===== src/rtl/lec_pkg.sv =====
// Constants, field layout and encodings of the lookup engine control block.
// Assumes a 32-bit APB slave where each register index maps to one aligned word.
package lec_pkg;

  localparam int unsigned LEC_ADDR_W = 12;
  // Register indices and byte addresses (byte address is four times the index).
  localparam logic [11:0] LEC_CTRL2_IDX = 12'h0312;
  localparam logic [11:0] LEC_FCMD_IDX = 12'h03f0;
  localparam logic [11:0] LEC_CTRL2_ADDR = {LEC_CTRL2_IDX[9:0], 2'b00};
  localparam logic [11:0] LEC_FCMD_ADDR = {LEC_FCMD_IDX[9:0], 2'b00};

  // Field positions of lookup_engine_control_two.
  localparam int unsigned LEC_RSVD_BIT = 7;
  localparam int unsigned LEC_TRAP_BIT = 6;
  localparam int unsigned LEC_DYN_FILT_BIT = 5;
  localparam int unsigned LEC_STAT_FILT_BIT = 4;
  localparam int unsigned LEC_SCOPE_LSB = 2;
  localparam int unsigned LEC_PSEL_LSB = 0;
  localparam logic [7:0] LEC_CTRL2_RESET = 8'h00;

  // Field positions of the flush command register.
  localparam int unsigned LEC_FULL_BIT = 0;
  localparam int unsigned LEC_STP_BIT = 1;
  localparam int unsigned LEC_BUSY_BIT = 2;

  typedef enum logic [1:0] {
    LEC_SCOPE_NONE = 2'b00,
    LEC_SCOPE_DYN = 2'b01,
    LEC_SCOPE_STAT = 2'b10,
    LEC_SCOPE_BOTH = 2'b11
  } lec_scope_e;

  typedef enum logic [1:0] {
    LEC_PRIO_DA = 2'b00,
    LEC_PRIO_SA = 2'b01,
    LEC_PRIO_HIGH = 2'b10,
    LEC_PRIO_LOW = 2'b11
  } lec_prio_e;

  typedef enum logic [1:0] {
    LEC_F_IDLE = 2'b00,
    LEC_F_READ = 2'b01,
    LEC_F_WAIT = 2'b10,
    LEC_F_DECIDE = 2'b11
  } lec_fstate_e;

endpackage


===== src/rtl/lec_fwd.sv =====
// Forwarding result stage: port map masking, reserved multicast trap, priority pick.
// Assumes lookup results arrive synchronous to core_clk_in, one per valid cycle.
`timescale 1ns/10ps
`default_nettype none
module lec_fwd
  import lec_pkg::*;
#(
  parameter int unsigned PORTS = 3,
  parameter int unsigned PRIO_W = 3
) (
  input wire logic core_clk_in,
  input wire logic nrst_in,
  input wire logic [7:0] cfg_in,
  input wire logic lookup_valid_in,
  input wire logic hit_in,
  input wire logic hit_static_in,
  input wire logic [PORTS-1:0] entry_map_in,
  input wire logic [PORTS-1:0] vlan_map_in,
  input wire logic [PORTS-1:0] miss_map_in,
  input wire logic [PORTS-1:0] host_map_in,
  input wire logic reserved_mc_in,
  input wire logic double_tag_in,
  input wire logic [PRIO_W-1:0] da_prio_in,
  input wire logic [PRIO_W-1:0] sa_prio_in,
  output logic fwd_valid_out,
  output logic [PORTS-1:0] fwd_map_out,
  output logic [PRIO_W-1:0] mac_lookup_priority_out
);

  typedef struct packed {
    logic valid;
    logic [PORTS-1:0] map;
    logic [PRIO_W-1:0] prio;
  } lec_fwd_s;

  lec_fwd_s s_q;
  lec_fwd_s s_d;
  lec_prio_e sel;
  logic filt;

  always_comb begin
    s_d = s_q;
    sel = lec_prio_e'(cfg_in[LEC_PSEL_LSB +: 2]);
    filt = hit_static_in ? cfg_in[LEC_STAT_FILT_BIT] : cfg_in[LEC_DYN_FILT_BIT];
    s_d.valid = lookup_valid_in;
    if (lookup_valid_in) begin
      if (reserved_mc_in && double_tag_in && cfg_in[LEC_TRAP_BIT]) begin
        s_d.map = host_map_in;
      end else if (hit_in) begin
        s_d.map = filt ? (entry_map_in & vlan_map_in) : entry_map_in;
      end else begin
        s_d.map = miss_map_in;
      end
      unique case (sel)
        LEC_PRIO_DA: s_d.prio = da_prio_in;
        LEC_PRIO_SA: s_d.prio = sa_prio_in;
        LEC_PRIO_HIGH: s_d.prio = (da_prio_in > sa_prio_in) ? da_prio_in : sa_prio_in;
        LEC_PRIO_LOW: s_d.prio = (da_prio_in < sa_prio_in) ? da_prio_in : sa_prio_in;
      endcase
    end
  end

  always_ff @(posedge core_clk_in) begin
    if (!nrst_in) begin
      s_q <= '0;
    end else begin
      s_q <= s_d;
    end
  end

  assign fwd_valid_out = s_q.valid;
  assign fwd_map_out = s_q.map;
  assign mac_lookup_priority_out = s_q.prio;

  host_trap_a: assert property (@(posedge core_clk_in) disable iff (!nrst_in)
    lookup_valid_in && reserved_mc_in && double_tag_in && cfg_in[LEC_TRAP_BIT]
    |=> fwd_map_out == $past(host_map_in))
    else $error("Reserved multicast not trapped to host port.");
  dyn_filter_a: assert property (@(posedge core_clk_in) disable iff (!nrst_in)
    lookup_valid_in && !reserved_mc_in && hit_in && !hit_static_in
    |=> fwd_map_out == ($past(entry_map_in) &
        ($past(cfg_in[LEC_DYN_FILT_BIT]) ? $past(vlan_map_in) : {PORTS{1'b1}})))
    else $error("Dynamic hit port map wrong.");
  stat_filter_a: assert property (@(posedge core_clk_in) disable iff (!nrst_in)
    lookup_valid_in && !reserved_mc_in && hit_in && hit_static_in
    |=> fwd_map_out == ($past(entry_map_in) &
        ($past(cfg_in[LEC_STAT_FILT_BIT]) ? $past(vlan_map_in) : {PORTS{1'b1}})))
    else $error("Static hit port map wrong.");
  miss_pass_a: assert property (@(posedge core_clk_in) disable iff (!nrst_in)
    lookup_valid_in && !reserved_mc_in && !hit_in |=> fwd_map_out == $past(miss_map_in))
    else $error("Miss port map altered.");
  prio_src_a: assert property (@(posedge core_clk_in) disable iff (!nrst_in)
    lookup_valid_in && !cfg_in[1] |=> fwd_valid_out && mac_lookup_priority_out ==
      ($past(cfg_in[0]) ? $past(sa_prio_in) : $past(da_prio_in)))
    else $error("Priority source wrong.");
  prio_cmp_a: assert property (@(posedge core_clk_in) disable iff (!nrst_in)
    lookup_valid_in && cfg_in[1] |=> (mac_lookup_priority_out == $past(da_prio_in) ||
      mac_lookup_priority_out == $past(sa_prio_in)) && ($past(cfg_in[0]) ?
      (mac_lookup_priority_out <= $past(sa_prio_in) &&
      mac_lookup_priority_out <= $past(da_prio_in)) :
      (mac_lookup_priority_out >= $past(sa_prio_in) &&
      mac_lookup_priority_out >= $past(da_prio_in))))
    else $error("Priority compare wrong.");

endmodule
`default_nettype wire


===== src/rtl/lec_top.sv =====
// Lookup engine control two: APB register slave, table flush sequencer, forwarding stage.
// Assumes an APB master on core_clk_in and a lookup table that answers a read one cycle
// after table_rd_out and removes an entry on table_erase_out.
`timescale 1ns/10ps
`default_nettype none
module lec_top
  import lec_pkg::*;
#(
  parameter int unsigned PORTS = 3,
  parameter int unsigned PRIO_W = 3,
  parameter int unsigned FLUSH_ENTRIES = 1024,
  parameter int unsigned IDX_W = $clog2(FLUSH_ENTRIES)
) (
  input wire logic core_clk_in,
  input wire logic nrst_in,
  input wire logic psel,
  input wire logic penable,
  input wire logic pwrite,
  input wire logic [LEC_ADDR_W-1:0] paddr,
  input wire logic [31:0] pwdata,
  input wire logic [3:0] pstrb,
  output logic pready,
  output logic [31:0] prdata,
  output logic pslverr,
  output logic table_rd_out,
  output logic [IDX_W-1:0] table_idx_out,
  input wire logic entry_valid_in,
  input wire logic entry_static_in,
  input wire logic entry_stp_match_in,
  output logic table_erase_out,
  output logic flush_busy_out,
  input wire logic lookup_valid_in,
  input wire logic hit_in,
  input wire logic hit_static_in,
  input wire logic [PORTS-1:0] entry_map_in,
  input wire logic [PORTS-1:0] vlan_map_in,
  input wire logic [PORTS-1:0] miss_map_in,
  input wire logic [PORTS-1:0] host_map_in,
  input wire logic reserved_mc_in,
  input wire logic double_tag_in,
  input wire logic [PRIO_W-1:0] da_prio_in,
  input wire logic [PRIO_W-1:0] sa_prio_in,
  output logic fwd_valid_out,
  output logic [PORTS-1:0] fwd_map_out,
  output logic [PRIO_W-1:0] mac_lookup_priority_out
);

  localparam logic [IDX_W-1:0] LAST_IDX = IDX_W'(FLUSH_ENTRIES - 1);

  typedef struct packed {
    logic [7:0] ctrl2;
    logic full_trig;
    logic stp_trig;
    lec_fstate_e st;
    logic [IDX_W-1:0] idx;
    lec_scope_e scope;
    logic kind_full;
    logic rd;
    logic erase;
    logic busy;
    logic pready;
    logic pslverr;
    logic [31:0] prdata;
  } lec_top_s;

  lec_top_s s_q;
  lec_top_s s_d;
  logic hit_c2;
  logic hit_fc;
  logic acc;
  logic wr_lo;
  logic kill;

  assign hit_c2 = (paddr == LEC_CTRL2_ADDR);
  assign hit_fc = (paddr == LEC_FCMD_ADDR);
  assign acc = psel && penable && s_q.pready;
  assign wr_lo = acc && pwrite && pstrb[0];

  // Erase decision for the entry returned by the table in DECIDE.
  always_comb begin
    kill = entry_valid_in && (s_q.kind_full || entry_stp_match_in);
    kill = kill && (entry_static_in ? s_q.scope[1] : s_q.scope[0]);
  end

  always_comb begin
    s_d = s_q;
    s_d.rd = 1'b0;
    s_d.erase = 1'b0;
    s_d.pready = 1'b0;
    s_d.pslverr = 1'b0;
    if (psel && penable && !s_q.pready) begin
      s_d.pready = 1'b1;
      s_d.pslverr = !(hit_c2 || hit_fc);
      if (hit_c2) begin
        s_d.prdata = {24'h00_0000, s_q.ctrl2};
      end else if (hit_fc) begin
        s_d.prdata = {29'h0000_0000, s_q.busy, s_q.stp_trig, s_q.full_trig};
      end else begin
        s_d.prdata = 32'h0000_0000;
      end
    end
    unique case (s_q.st)
      LEC_F_IDLE: begin
        if (s_q.full_trig || s_q.stp_trig) begin
          // The scope is latched so a mid-flush rewrite cannot change what gets removed.
          s_d.scope = lec_scope_e'(s_q.ctrl2[LEC_SCOPE_LSB +: 2]);
          s_d.kind_full = s_q.full_trig;
          // The index starts one below entry zero and each READ steps it, so it stays
          // on the entry under work through the read, the answer and the erase pulse.
          s_d.idx = '1;
          if (lec_scope_e'(s_q.ctrl2[LEC_SCOPE_LSB +: 2]) == LEC_SCOPE_NONE) begin
            s_d.full_trig = 1'b0;
            s_d.stp_trig = 1'b0;
          end else begin
            s_d.busy = 1'b1;
            s_d.st = LEC_F_READ;
          end
        end
      end
      LEC_F_READ: begin
        s_d.rd = 1'b1;
        s_d.idx = s_q.idx + 1'b1;
        s_d.st = LEC_F_WAIT;
      end
      LEC_F_WAIT: begin
        s_d.st = LEC_F_DECIDE;
      end
      LEC_F_DECIDE: begin
        s_d.erase = kill;
        if (s_q.idx == LAST_IDX) begin
          s_d.full_trig = 1'b0;
          s_d.stp_trig = 1'b0;
          s_d.ctrl2[LEC_SCOPE_LSB +: 2] = LEC_SCOPE_NONE;
          s_d.busy = 1'b0;
          s_d.st = LEC_F_IDLE;
        end else begin
          s_d.st = LEC_F_READ;
        end
      end
    endcase
    // Software writes come last so a write in the finishing cycle wins.
    if (wr_lo && hit_c2) begin
      s_d.ctrl2 = pwdata[7:0];
    end
    if (wr_lo && hit_fc && pwdata[LEC_FULL_BIT]) begin
      s_d.full_trig = 1'b1;
    end
    if (wr_lo && hit_fc && pwdata[LEC_STP_BIT]) begin
      s_d.stp_trig = 1'b1;
    end
  end

  always_ff @(posedge core_clk_in) begin
    if (!nrst_in) begin
      s_q <= '0;
      s_q.ctrl2 <= LEC_CTRL2_RESET;
    end else begin
      s_q <= s_d;
    end
  end

  assign pready = s_q.pready;
  assign prdata = s_q.prdata;
  assign pslverr = s_q.pslverr;
  assign table_rd_out = s_q.rd;
  assign table_idx_out = s_q.idx;
  assign table_erase_out = s_q.erase;
  assign flush_busy_out = s_q.busy;

  lec_fwd #(
    .PORTS(PORTS),
    .PRIO_W(PRIO_W)
  ) u_fwd (
    .core_clk_in(core_clk_in),
    .nrst_in(nrst_in),
    .cfg_in(s_q.ctrl2),
    .lookup_valid_in(lookup_valid_in),
    .hit_in(hit_in),
    .hit_static_in(hit_static_in),
    .entry_map_in(entry_map_in),
    .vlan_map_in(vlan_map_in),
    .miss_map_in(miss_map_in),
    .host_map_in(host_map_in),
    .reserved_mc_in(reserved_mc_in),
    .double_tag_in(double_tag_in),
    .da_prio_in(da_prio_in),
    .sa_prio_in(sa_prio_in),
    .fwd_valid_out(fwd_valid_out),
    .fwd_map_out(fwd_map_out),
    .mac_lookup_priority_out(mac_lookup_priority_out)
  );

  reset_value_a: assert property (@(posedge core_clk_in)
    $past(!nrst_in) && nrst_in |-> s_q.ctrl2 == 8'h00 && !table_erase_out)
    else $error("Control register not cleared by reset.");
  erase_scope_a: assert property (@(posedge core_clk_in) disable iff (!nrst_in)
    table_erase_out |-> $past(entry_valid_in) &&
      ($past(entry_static_in) ? s_q.scope[1] : s_q.scope[0]))
    else $error("Erase outside selected scope.");
  stp_match_a: assert property (@(posedge core_clk_in) disable iff (!nrst_in)
    table_erase_out && !s_q.kind_full |-> $past(entry_stp_match_in))
    else $error("Spanning-tree flush erased unmatched entry.");
  scope_none_a: assert property (@(posedge core_clk_in) disable iff (!nrst_in)
    s_q.st == LEC_F_IDLE && s_q.full_trig && s_q.ctrl2[3:2] == 2'b00 && !wr_lo
    |=> (!s_q.full_trig && s_q.st == LEC_F_IDLE) [*2])
    else $error("Scope zero still started a flush.");
  read_erase_a: assert property (@(posedge core_clk_in) disable iff (!nrst_in)
    table_rd_out |=> ##1 s_q.st == LEC_F_READ || s_q.st == LEC_F_IDLE)
    else $error("Flush step timing wrong.");
  flush_done_a: assert property (@(posedge core_clk_in) disable iff (!nrst_in)
    s_q.st == LEC_F_DECIDE && s_q.idx == LAST_IDX && !wr_lo
    |=> !flush_busy_out && !s_q.full_trig && s_q.ctrl2[3:2] == 2'b00)
    else $error("Flush did not finish cleanly.");
  rsvd_rw_a: assert property (@(posedge core_clk_in) disable iff (!nrst_in)
    wr_lo && hit_c2 |=> s_q.ctrl2[LEC_RSVD_BIT] == $past(pwdata[7]))
    else $error("Reserved bit not writable.");

endmodule
`default_nettype wire


===== config.mk =====
export PLATFORM = sky130hd
export DESIGN_NAME = lec_top
export DESIGN_NICKNAME = d
export VERILOG_FILES = /design/src/rtl/lec_pkg.sv /design/src/rtl/lec_fwd.sv /design/src/rtl/lec_top.sv
export SDC_FILE = /design/constraint.sdc
export NUM_CORES = 1
export LEC_CHECK = 0
export BUFFER_PORTS_ARGS = -buffer_cell sky130_fd_sc_hd__buf_2
export CORE_MARGIN = 4
export CORE_UTILIZATION = 30
export DETAILED_ROUTE_END_ITERATION = 8
export PLACE_DENSITY_LB_ADDON = 0.3
export RECOVER_POWER = 25
export SYNTH_ARGS = -nofsm -noshare
export SYNTH_HDL_FRONTEND = slang
export SYNTH_HIERARCHICAL = 1
export SYNTH_SLANG_ARGS = --single-unit

===== constraint.sdc =====
create_clock -name core_clk_in -period 2.6 [get_ports core_clk_in]
set_input_delay 0.52 -clock core_clk_in [delete_from_list [all_inputs] [get_ports core_clk_in]]
set_output_delay 0.52 -clock core_clk_in [all_outputs]
set_load 0.01 [all_outputs]

==> results.md <==
- Status: complete, no violations
- Top cells by area, synth: dfxtp_1 34%, buf_4 12%, mux2i_1 5.7%
- CTS Sinks: 45
- Max Fanout on Critical Path: 25
- Peak VDD IR: approximately 0.00034 V
- Maxcap violations: 0
- Post-synth EDFFs: 0
- Clock Path Buffers: 2
- Worst hold path type: primary input to register
- CTS HTree Levels: 2
- Synth area leader: dfxtp_1
- Postcts setup bufs: 0
- Critical path class: primary input to register
- Die area: just over 10,000 um2
- Pleak: ~0.0013 uW
- PortBufs: 81
- Tcrit/Tclk final: approximately 83%
- Core area: 8380 um2
- Detailed Route WL: 6620 um
- Critical Path Sink: s_q[53]
- Met3 GRT Util: between 3 and 4%
- CP max stage delay: 0.74 ns
- Min Clock Period, post-route: 2.16 ns
- Routed wire length per instance: 13.9 um
- Placed cell count: 469
- Met2 GRT Util: approximately a fifth
- Die width: about 100 um
- Yosys top cell area share: 34.1%
- Most frequently used flop master after synthesis: dfxtp_1
- Drt pass-1 iters: 4
- Share of layout cells above drive strength 1: 23.4%
- CTS tree: yes
- CTS root buf: clkbuf_8
- Area grow syn2layout: 13.7%
- Synth Register Bits: 45
- Worst path cell trace: clkbuf_1 -> clkbuf_1 -> and3_1 -> a22o_1
- Global-route wire length before repair: 10,600 um
- FILL cells: 897
- Synthesized area per cell: 8.56 um2
- Clock Pin Slew Worst Setup and Hold Paths: 0.10 ns
- Gpl congestion: 0.822
- Fmax: 463 MHz
- Clock skew: 0.0160 ns
- Initial detailed-routing violation count: 81
- Max-slew violation total from the final report: 0
- Skew-Pair Late Insertion Delay: 0.31 ns
- Vias in the first global route: 2,165
- CP Launch Type: primary input
- FF-to-FF Start: s_q[50]
- Critical Path RT: about 2.9 ns
- Hold buffers post-CTS: 0
- Most Used Layer, Global Route: met2
- Final setup margin: 0.442 ns
- Critical Path Start: nrst_in
- Placed inst area: 2930 um2
- Post-synthesis sequential area ratio: between 30% and 40%
- Worst Reg-to-Reg Cells: 6
- Met1 Use GR: 16.1%
- Antenna-violating nets left: 0
- Final instance area: 3010 um2
- CP Buf/Inv Count: 2
- GRT Util Overall: roughly an eighth
- # resized after CTS: 0
- DPL Wire Length: ~5100 um
- Remaining DRCs: 0
- CP arrival: between 2 and 2.5 ns
- Total CTS buffers: 5
- Initial Utilization: 31.6%
- # rows: 33
- Synth Cell Area: around 2600 um2
- Post-synth top cells: 45 x dfxtp_1, 42 x buf_4, 29 x nand2_1
- Most frequent cell after synthesis: dfxtp_1
- Synthesis Warnings: 6
- Antenna violations before repair: 0
- Asr flop ratio synth: 0%
- Setup TNS: 0 ns
- Crit end category: register
- Slowest-stage cell, CP: clkbuf_1
- Worst R2R Setup Slack: 0.54 ns
- GRT Residual Overflow: 0
- Slew @ Worst Pin: approximately 0.94 ns
- Crit. path cell count: 4
- Most used cell, CP: clkbuf_1
- Unique cell type count in the Yosys netlist: 60
- Ant diodes: 0
- Die height: around 100 um
- Via count: 2,314
- Nets@finish: roughly 460
- Synthesized instance count: 309
- Largest net degree at the start of global routing: 26
- WHS Path Cells: 3
- Final Non-Filler Cells: 477
- Final Hold Viols: 0
- Relative slew slack: 37.2%
- RSZ-0062 raised after global routing: no
- Cell area power density: 611 nW/um2
- Via density: between 4 and 5
- Post-placement setup slack: 0.321 ns
- Final core utilization: 35.9%
- Cell family with the largest share of critical-path delay: buffers and inverters
- Reg-to-Reg End: table_idx_out[5]
- Setup Viol. Count Final: 0
- # IOs: 133
==> worst min-delay path by stage <==
stage | from | slack [ns] | end
floorplan | prdata[7] | 0.43 | prdata[7]
global placement | prdata[5] | 0.44 | prdata[5]
detailed placement | prdata[3] | 0.44 | prdata[3]
CTS | pwdata[7] | 0.44 | s_q[61]
global route | pwdata[7] | 0.42 | s_q[61]
finish | pwdata[5] | 0.44 | s_q[59]
==> metal layers <==
layer	wire [um]	vias up
li1	-	1176
met1	2960	1055
met2	3110	79
met3	506	4
met4	39	0
met5	0	-
==> final cells by class <==
class	instances	area [um2]	area share, %
clock buffers	5	68.8	2.29
clock inverters	3	25.0	0.832
inverters	9	33.8	1.12
multi-input cells	226	1440	47.8
flip-flops and latches	45	901	30.0
well taps	105	131	4.37
repair buffers	84	410	13.6
==> worst reg2reg max path: stages, from the launching register on <==
cell and delay [ns]:
dfxtp_1 0.35, inv_1 0.09, ha_1 0.36, or3b_1 0.48
and2_1 0.30, a211o_1 0.29, a21oi_1 0.12
==> sequential cells by signal, summed over array words and instances, names as in the netlist <==
| name | cells |
|---|---|
| pready | 1 |
| u_fwd/mac_lookup_priority_out | 3 |
| u_fwd/fwd_map_out | 3 |
| pslverr | 1 |
| table_erase_out | 1 |
| prdata | 8 |
| u_fwd/fwd_valid_out | 1 |
| table_idx_out | 10 |
| s_q | 15 |
| table_rd_out | 1 |
| flush_busy_out | 1 |
==> power by group <==
group / switching (uW) / internal (uW)
sequential: 104 / 779
combinational: 278 / 214
clock: 267 / 194
==> cell usage in the layout, fill, tap and decap left out, drive strengths merged, types with 2 or more instances in the layout <==
cell	count
nor2	18
conb	24
o21a	6
a31oi	3
dfxtp	45
nor2b	7
inv	9
a22oi	2
nand3	17
clkinv	2
o211a	3
a22o	2
nand2	30
nand2b	4
and2	7
a221oi	3
a21boi	5
a21oi	7
o21ai	17
a311oi	3
o211ai	3
buf	72
nand4	2
nor3	5
nor4	2
mux2i	15
a211oi	4
ha	8
and3	5
clkbuf	17
==> cells by family (layout without fill, tap and decap cells) <==
family	Yosys count	count (layout)	synth area share, %
simple gates	107	107	21.9
compound gates	72	72	19.5
buf+inv	61	101	14.9
flops	45	45	34.1
mux	15	15	5.68
fa+ha+maj	8	8	3.78
other cells	1	24	0.142
==> per-stage QoR <==
| stage | hold WS (ns) | total power (uW) |
|---|---|---|
| floorplan | 0.431 | 1300 |
| detailed placement | 0.442 | 1390 |
| finish | 0.442 | 1840 |
| CTS | 0.443 | 1860 |
| global placement | 0.438 | 1390 |
| global route | 0.424 | 1970 |
Power figures use the tool's default switching activity.
